$ cat config.mk
export PLATFORM = sky130hd
export DESIGN_NAME = cdc_i2c_slave_port
export DESIGN_NICKNAME = d
export VERILOG_FILES = /design/src/verilog/cdc_i2c_pkg.sv /design/src/verilog/cdc_i2c_slave_port.sv
export SDC_FILE = /design/constraint.sdc
export NUM_CORES = 1
export LEC_CHECK = 0
export ABC_AREA = 1
export BUFFER_PORTS_ARGS = -buffer_cell sky130_fd_sc_hd__buf_2
export CORE_ASPECT_RATIO = 0.9
export CORE_MARGIN = 2
export CORE_UTILIZATION = 51
export DETAILED_ROUTE_END_ITERATION = 12
export GPL_TIMING_DRIVEN = 0
export PLACE_DENSITY = 0.69
export SETUP_SLACK_MARGIN = 0.15
export SLEW_MARGIN = 20
export SYNTH_ARGS = -nofsm -noshare
export SYNTH_HDL_FRONTEND = slang
export SYNTH_SLANG_ARGS = --single-unit
$ cat constraint.sdc
create_clock -name core_clk -period 2.2 [get_ports core_clk]
set_input_delay 0.22 -clock core_clk [delete_from_list [all_inputs] [get_ports core_clk]]
set_output_delay 0.22 -clock core_clk [all_outputs]
set_load 0.02 [all_outputs]
$ cat src/verilog/cdc_i2c_pkg.sv
package cdc_i2c_pkg;

  // ==========================================================
  // bus addresses and command bytes
  localparam logic [6:0] SLAVE_ADDR = 7'h48;
  localparam logic [6:0] GCALL_ADDR = 7'h00;
  localparam logic [7:0] SOFT_RESET_PTR = 8'hBF;
  localparam logic [7:0] GCALL_RESET_CMD = 8'h06;
  localparam logic [7:0] PTR_RESET = 8'h00;

  // ==========================================================
  // timing
  localparam int CLK_MHZ = 100;
  localparam int RELOAD_MAX_US = 200;
  localparam int RELOAD_CYCLES = RELOAD_MAX_US * CLK_MHZ;
  localparam logic [7:0] LAST_BIT = 8'h07;

  // ==========================================================
  // protocol states
  typedef enum logic [2:0] {
    ST_IDLE = 3'b000,
    ST_ADDR = 3'b001,
    ST_ACK = 3'b011,
    ST_RX = 3'b010,
    ST_TX = 3'b110,
    ST_MACK = 3'b111,
    ST_WAIT = 3'b101
  } state_t;

  // byte roles within a write
  typedef enum logic [1:0] {
    BY_ADDR = 2'h0,
    BY_PTR = 2'h1,
    BY_DATA = 2'h2,
    BY_GCALL = 2'h3
  } byte_t;

endpackage

$ cat src/verilog/cdc_i2c_slave_port.sv
// Functional notes
// - SDA falling while SCL high is start.
// - Shift eight address bits, MSB first.
// - Ack on address match, else idle.
// - Direction bit selects receive or transmit.
// - Respond to 0x90 write, 0x91 read.
// - First written byte loads the pointer.
// - SDA rising while SCL high is stop.
// - Stop returns idle and clears pointer.
// - Data bytes stored at pointer, pointer increments.
// - Repeated start like start, pointer kept.
// - Read sends pointed register, increments on ack.
// - Master nack ends read, no increment.
// - Pointer itself is never readable.
// - Reads continue past map until nack/start/stop.
// - Invalid address writes dropped but acknowledged.
// - Pointer byte 0xBF resets the device.
// - No acknowledge during default reload time.
// - Acknowledge general call, receive next byte.
// - General call byte 0x06 resets device.
// - Other general call bytes are not acknowledged.
module cdc_i2c_slave_port
  import cdc_i2c_pkg::*;
#(
  parameter int RELOAD_CNT = RELOAD_CYCLES
) (
  // clock and reset
  input wire logic core_clk,
  input wire logic reset_n,
  // two-wire bus
  input wire logic scl_in,
  input wire logic sda_in,
  output logic sda_out,
  output logic sda_oe,
  // register side
  output logic [7:0] reg_addr,
  output logic [7:0] reg_wdata,
  output logic reg_wr,
  input wire logic [7:0] reg_rdata,
  input wire logic reg_valid,
  output logic defaults_reload,
  output logic busy
);

  // ==========================================================
  // state
  typedef struct packed {
    logic [1:0] scl_s;
    logic [1:0] sda_s;
    logic scl_q;
    logic sda_q;
    state_t st;
    byte_t role;
    logic [7:0] sh;
    logic [7:0] bitn;
    logic rd;
    logic ack_ok;
    logic [7:0] ptr;
    logic [7:0] wdata;
    logic wr;
    logic reload;
    logic [31:0] hold;
    logic busy;
    logic oe;
  } regs_t;

  regs_t r;
  regs_t next_r;
  logic scl;
  logic sda;
  logic scl_rise;
  logic scl_fall;
  logic start_c;
  logic stop_c;

  assign scl = r.scl_s[1];
  assign sda = r.sda_s[1];
  assign scl_rise = scl && !r.scl_q;
  assign scl_fall = !scl && r.scl_q;
  assign start_c = scl && r.scl_q && r.sda_q && !sda;
  assign stop_c = scl && r.scl_q && !r.sda_q && sda;

  // ==========================================================
  // next state
  always_comb begin
    next_r = r;
    next_r.scl_s = {r.scl_s[0], scl_in};
    next_r.sda_s = {r.sda_s[0], sda_in};
    next_r.scl_q = scl;
    next_r.sda_q = sda;
    next_r.wr = 1'b0;
    next_r.reload = 1'b0;
    if (r.hold != 32'h0) begin
      // reload in progress: ignore the bus entirely
      next_r.hold = r.hold - 32'h1;
      next_r.st = ST_IDLE;
      next_r.oe = 1'b0;
      next_r.ptr = PTR_RESET;
    end else if (stop_c) begin
      next_r.st = ST_IDLE;
      next_r.ptr = PTR_RESET;
      next_r.oe = 1'b0;
    end else if (start_c) begin
      // pointer kept across repeated start
      next_r.st = ST_ADDR;
      next_r.role = BY_ADDR;
      next_r.bitn = 8'h0;
      next_r.oe = 1'b0;
    end else begin
      case (r.st)
        ST_IDLE: begin
          next_r.oe = 1'b0;
        end
        ST_ADDR, ST_RX: begin
          // count on rises: the fall that ends a start is not a bit
          if (scl_rise) begin
            next_r.sh = {r.sh[6:0], sda};
            next_r.bitn = r.bitn + 8'h1;
          end
          if (scl_fall) begin
            if (r.bitn > LAST_BIT) begin
              next_r.st = ST_ACK;
              next_r.bitn = 8'h0;
              next_r.ack_ok = 1'b0;
              case (r.role)
                BY_ADDR: begin
                  if (r.sh[7:1] == SLAVE_ADDR) begin
                    next_r.ack_ok = 1'b1;
                    next_r.rd = r.sh[0];
                  end else if (r.sh == {GCALL_ADDR, 1'b0}) begin
                    next_r.ack_ok = 1'b1;
                    next_r.rd = 1'b0;
                  end
                end
                BY_PTR: begin
                  next_r.ack_ok = 1'b1;
                  next_r.ptr = r.sh;
                end
                BY_DATA: begin
                  next_r.ack_ok = 1'b1;
                  next_r.wdata = r.sh;
                  next_r.wr = reg_valid;
                end
                default: begin
                  next_r.ack_ok = (r.sh == GCALL_RESET_CMD);
                end
              endcase
              next_r.oe = next_r.ack_ok;
            end
          end
        end
        ST_ACK: begin
          if (scl_fall) begin
            next_r.oe = 1'b0;
            if (!r.ack_ok) begin
              next_r.st = ST_IDLE;
            end else begin
              case (r.role)
                BY_ADDR: begin
                  if (r.sh == {GCALL_ADDR, 1'b0}) begin
                    next_r.role = BY_GCALL;
                    next_r.st = ST_RX;
                  end else if (r.rd) begin
                    next_r.st = ST_TX;
                    next_r.sh = reg_rdata;
                    next_r.oe = !reg_rdata[7];
                  end else begin
                    next_r.role = BY_PTR;
                    next_r.st = ST_RX;
                  end
                end
                BY_PTR: begin
                  if (r.ptr == SOFT_RESET_PTR) begin
                    next_r.reload = 1'b1;
                    next_r.hold = 32'(RELOAD_CNT);
                    next_r.st = ST_IDLE;
                  end else begin
                    next_r.role = BY_DATA;
                    next_r.st = ST_RX;
                  end
                end
                BY_DATA: begin
                  next_r.ptr = r.ptr + 8'h1;
                  next_r.st = ST_RX;
                end
                default: begin
                  next_r.reload = 1'b1;
                  next_r.hold = 32'(RELOAD_CNT);
                  next_r.st = ST_IDLE;
                end
              endcase
            end
          end
        end
        ST_TX: begin
          if (scl_fall) begin
            if (r.bitn == LAST_BIT) begin
              next_r.bitn = 8'h0;
              next_r.oe = 1'b0;
              next_r.st = ST_MACK;
            end else begin
              next_r.bitn = r.bitn + 8'h1;
              next_r.sh = {r.sh[6:0], 1'b0};
              next_r.oe = !r.sh[6];
            end
          end
        end
        ST_MACK: begin
          if (scl_rise) begin
            if (sda) begin
              next_r.st = ST_IDLE;
            end else begin
              next_r.ptr = r.ptr + 8'h1;
              next_r.st = ST_WAIT;
            end
          end
        end
        ST_WAIT: begin
          if (scl_fall) begin
            next_r.st = ST_TX;
            next_r.sh = reg_rdata;
            next_r.oe = !reg_rdata[7];
          end
        end
        default: begin
          next_r.st = ST_IDLE;
        end
      endcase
    end
    next_r.busy = (next_r.hold != 32'h0);
  end

  // ==========================================================
  // registers
  always_ff @(posedge core_clk) begin
    if (!reset_n) begin
      r <= '0;
      r.scl_s <= 2'h3;
      r.sda_s <= 2'h3;
      r.scl_q <= 1'b1;
      r.sda_q <= 1'b1;
      r.st <= ST_IDLE;
      r.role <= BY_ADDR;
    end else begin
      r <= next_r;
    end
  end

  assign sda_out = 1'b0;
  assign sda_oe = r.oe;
  assign reg_addr = r.ptr;
  assign reg_wdata = r.wdata;
  assign reg_wr = r.wr;
  assign defaults_reload = r.reload;
  assign busy = r.busy;
endmodule

==> flow_metrics.py <==
metrics = {
    "outcome": {
        "status": "completed",
    },
    "critical_path": {
        "crit_type": "register to register",
        "crit_chain": "inv_2, ha_4, inv_1, nor2_4, nand2_1, o21ai_0, nand2_1, nand2_1, nand2_1, nor2_2, nand2_2, nor2_4, a21oi_1",
        "crit_arrival_ps": 2230,
        "crit_family": "simple AND/OR/NAND/NOR gates",
        "slowest_delay_ps": 310,
        "cp_num_buf_inv": 2,
        "cp_max_fo": 6,
        "end_kind": "register",
        "cp_common_cell": "nand2_1",
        "worstPathRequired_ps": 2430,
        "startpoint_type": "register",
        "crit_path_top_delay_cell": "dfxtp_1",
    },
    "sta": {
        "max_freq_ghz": 0.500,
        "setup_viol": 0,
        "fin_crit_ps": 2000,
        "fin_crit_sh_pct": 91.0,
        "final_max_slew_viol_count": 0,
        "rsz0062_at_grt": "true",
        "final_hold_viol_count": 0,
        "slew_headroom_pct": 64.4,
        "tightest_slew_ps": 534,
        "worst_clock_skew_ps": 10.7,
    },
    "synth": {
        "yosysSeqAreaShare_pct": 31.4,
        "ys_async_sr_fraction_pct": 0,
        "netlist_instances": 826,
        "syn_area_per_cell_um2": 6.25,
        "syn_area_um2": 5160,
        "yosys_warnings": 0,
        "synth_edf_count": 0,
        "synth_cell_types": 47,
        "synth_flop_cell": "dfxtp_1",
        "ys_seq_elements": 81,
        "syn_nets": 848,
    },
    "die": {
        "core_area_um2": 9740,
        "rows": 34,
        "design.die.area_um2": 10900,
        "die_y_um": 99.5,
        "initial_utilization_pct": 53.0,
        "die_width_um": 110,
        "io_pins": 34,
    },
    "pwr": {
        "seq_power_share_pct": 22.8,
        "combPwrFrac_pct": 62.5,
        "p_sw_share_pct": 51.4,
        "peakVddDrop_v": 0.00123,
        "p_switching_mw": 4.52,
        "power.share.clock_pct": 14.7,
        "cellPowerDensity_nw_per_um2": 1450,
        "intPower_mw": 4.26,
        "p_total_mw": 8.78,
        "p_leak_nw": 2.78,
    },
    "detailed_routing": {
        "ant_nets": 0,
        "viasPerCell": 5.38,
        "wirelength_mm": 14.6,
        "drt-pass1-iter-count": 5,
        "wl_per_cell_um": 14.4,
        "vias": 5432,
        "drtIter0Drc": 418,
        "drc_errors": 0,
    },
    "clock_tree": {
        "cts.path.max_buffers": 2,
        "cts_tree": "built",
        "worstSkewPairLatency_ps": 360,
        "cts-hold-fix-buffers": 0,
        "htreeDepth": 3,
        "cts_made_buffers": 9,
        "cts_sinks": 81,
        "clk_pin_slew_ps": 80,
        "cts_root_buffer": "clkbuf_8",
    },
    "global_route": {
        "grt_max_degree": 14,
        "grt_overflow": 0,
        "grt_usage_pct": 27.4,
        "grt_antenna_before_repair": 0,
        "grt_pass1_vias": 4899,
        "grt_pass1_wl_mm": 23.4,
    },
    "final_layout": {
        "regArea_um2": 1630,
        "multi_input_area_um2": 3210,
        "fin_nets": 901,
        "fin_util_pct": 62.1,
        "syn_to_final_growth_pct": 17.1,
        "drive_above_1_share_pct": 19.6,
        "final_area_um2": 6050,
        "num-fill-cells": 969,
        "antenna_cells": 0,
    },
    "placed_design": {
        "placed_cell_area_um2": 5480,
        "hpwl_mm": 11.0,
        "gp_congestion": 1.04,
        "port_buffers": 31,
    },
    "flow_run": {
        "maxCapViolCount": 0,
    },
    "hold_path": {
        "hold_class": "input pin to register",
    },
}
[power groups by stage]
| stage | logic (mW) | clock network [mW] | registers (mW) |
|---|---|---|---|
| 2_1_floorplan | 3.61 | 0 | 1.93 |
| 3_3_place_gp | 4.64 | 0 | 1.99 |
| 3_5_place_dp | 4.65 | 0 | 2.00 |
| 4_1_cts | 5.00 | 1.33 | 1.97 |
| 5_1_grt | 6.18 | 1.37 | 2.04 |
| 6_report | 5.49 | 1.29 | 2.00 |
[registers in the layout (all words and copies together) (netlist names)]
name	cells
sda_oe	1
next_r	4
r	57
busy	1
reg_addr	8
reg_wr	1
defaults_reload	1
reg_wdata	8
[timing repair]
action	4_1_cts	5_1_grt
setup buffers	4	6
gates cloned	0	1
gates resized for setup	23	48
pin swaps	3	11
setup endpoints to repair	3	38
[path summary, 6_finish.rpt]
path / slack (ps) / from / end / cells after the start
worst min register to register: 420 / next_r[78] / next_r[75] / 1
worst max-delay path: 200 / r[2] / busy / 13
worst max register to register: 200 / r[2] / busy / 13
worst min-delay path: 40 / sda_in / next_r[78] / 2
[metal layers]
metal	vias to the layer above	share of wire (%)	wire length, um	global-route usage [%]
met4	0	1.7	245	7.89
met5	-	0	0	0
met2	184	45	6580	42.3
met1	2471	47	6850	39.2
li1	2750	-	-	-
met3	27	6.0	869	4.33
[final cells by class]
class	instances	share of cell area [%]
clock buffer	9	2.05
tap	126	2.61
buffer	29	3.48
timing repair buffer	42	4.22
sequential	81	26.9
clock inverter	6	1.78
inverter	92	5.79
multi-input combinational	624	53.2
[logic make-up after synthesis]
family | after synthesis | share of synthesized area, %
buffers and inverters | 121 | 10.3
other | 1 | 0.0726
flip-flops | 81 | 31.4
AND/OR/NAND/NOR | 469 | 39.4
AO/OA/AOI/OAI | 134 | 14.8
adder cells (fa/ha/maj) | 9 | 2.18
XOR/XNOR | 11 | 1.87
[cell usage in the layout (no fill, tap or decap), types with 11 or more instances in the layout]
cell type / instances
inv_1: 79
inv_2: 11
dfxtp_1: 77
o21ai_0: 44
nor2_1: 121
nor2_2: 24
buf_4: 27
nand2_1: 213
nor2_4: 16
buf_2: 31
a21oi_1: 48
nand4_1: 12
nand3_1: 43
[Yosys cell counts (4+ instances only)]
| master | instances | area share, % |
|---|---|---|
| nand2_2 | 6 | 0.73 |
| or2_2 | 6 | 0.73 |
| o22ai_1 | 5 | 0.61 |
| nand3_1 | 44 | 4.3 |
| nor3_1 | 9 | 0.87 |
| nand4_1 | 12 | 1.5 |
| xor2_1 | 9 | 1.5 |
| o21ai_0 | 45 | 4.4 |
| dfxtp_1 | 81 | 31 |
| a21oi_1 | 49 | 4.7 |
| clkbuf_1 | 6 | 0.44 |
| buf_2 | 4 | 0.39 |
| a211oi_1 | 4 | 0.58 |
| nor2_4 | 6 | 1.3 |
| nor2_2 | 10 | 1.2 |
| inv_2 | 10 | 0.73 |
| o21ai_1 | 6 | 0.58 |
| inv_1 | 82 | 6.0 |
| nor2_1 | 145 | 11 |
| nand2_1 | 218 | 16 |
| buf_4 | 17 | 2.5 |
| ha_1 | 9 | 2.2 |
[per-stage QoR]
stage	TNS [ps]	cells	hold WS, ps	worst slack, ps
2_1_floorplan	0	826	327	432
3_3_place_gp	-186	983	397	-186
3_5_place_dp	-215	983	412	-215
4_1_cts	0	1002	26.1	155
5_1_grt	0	1009	35.3	17.3
6_report	0	1009	44.1	198
Power figures use the tool's default switching activity.
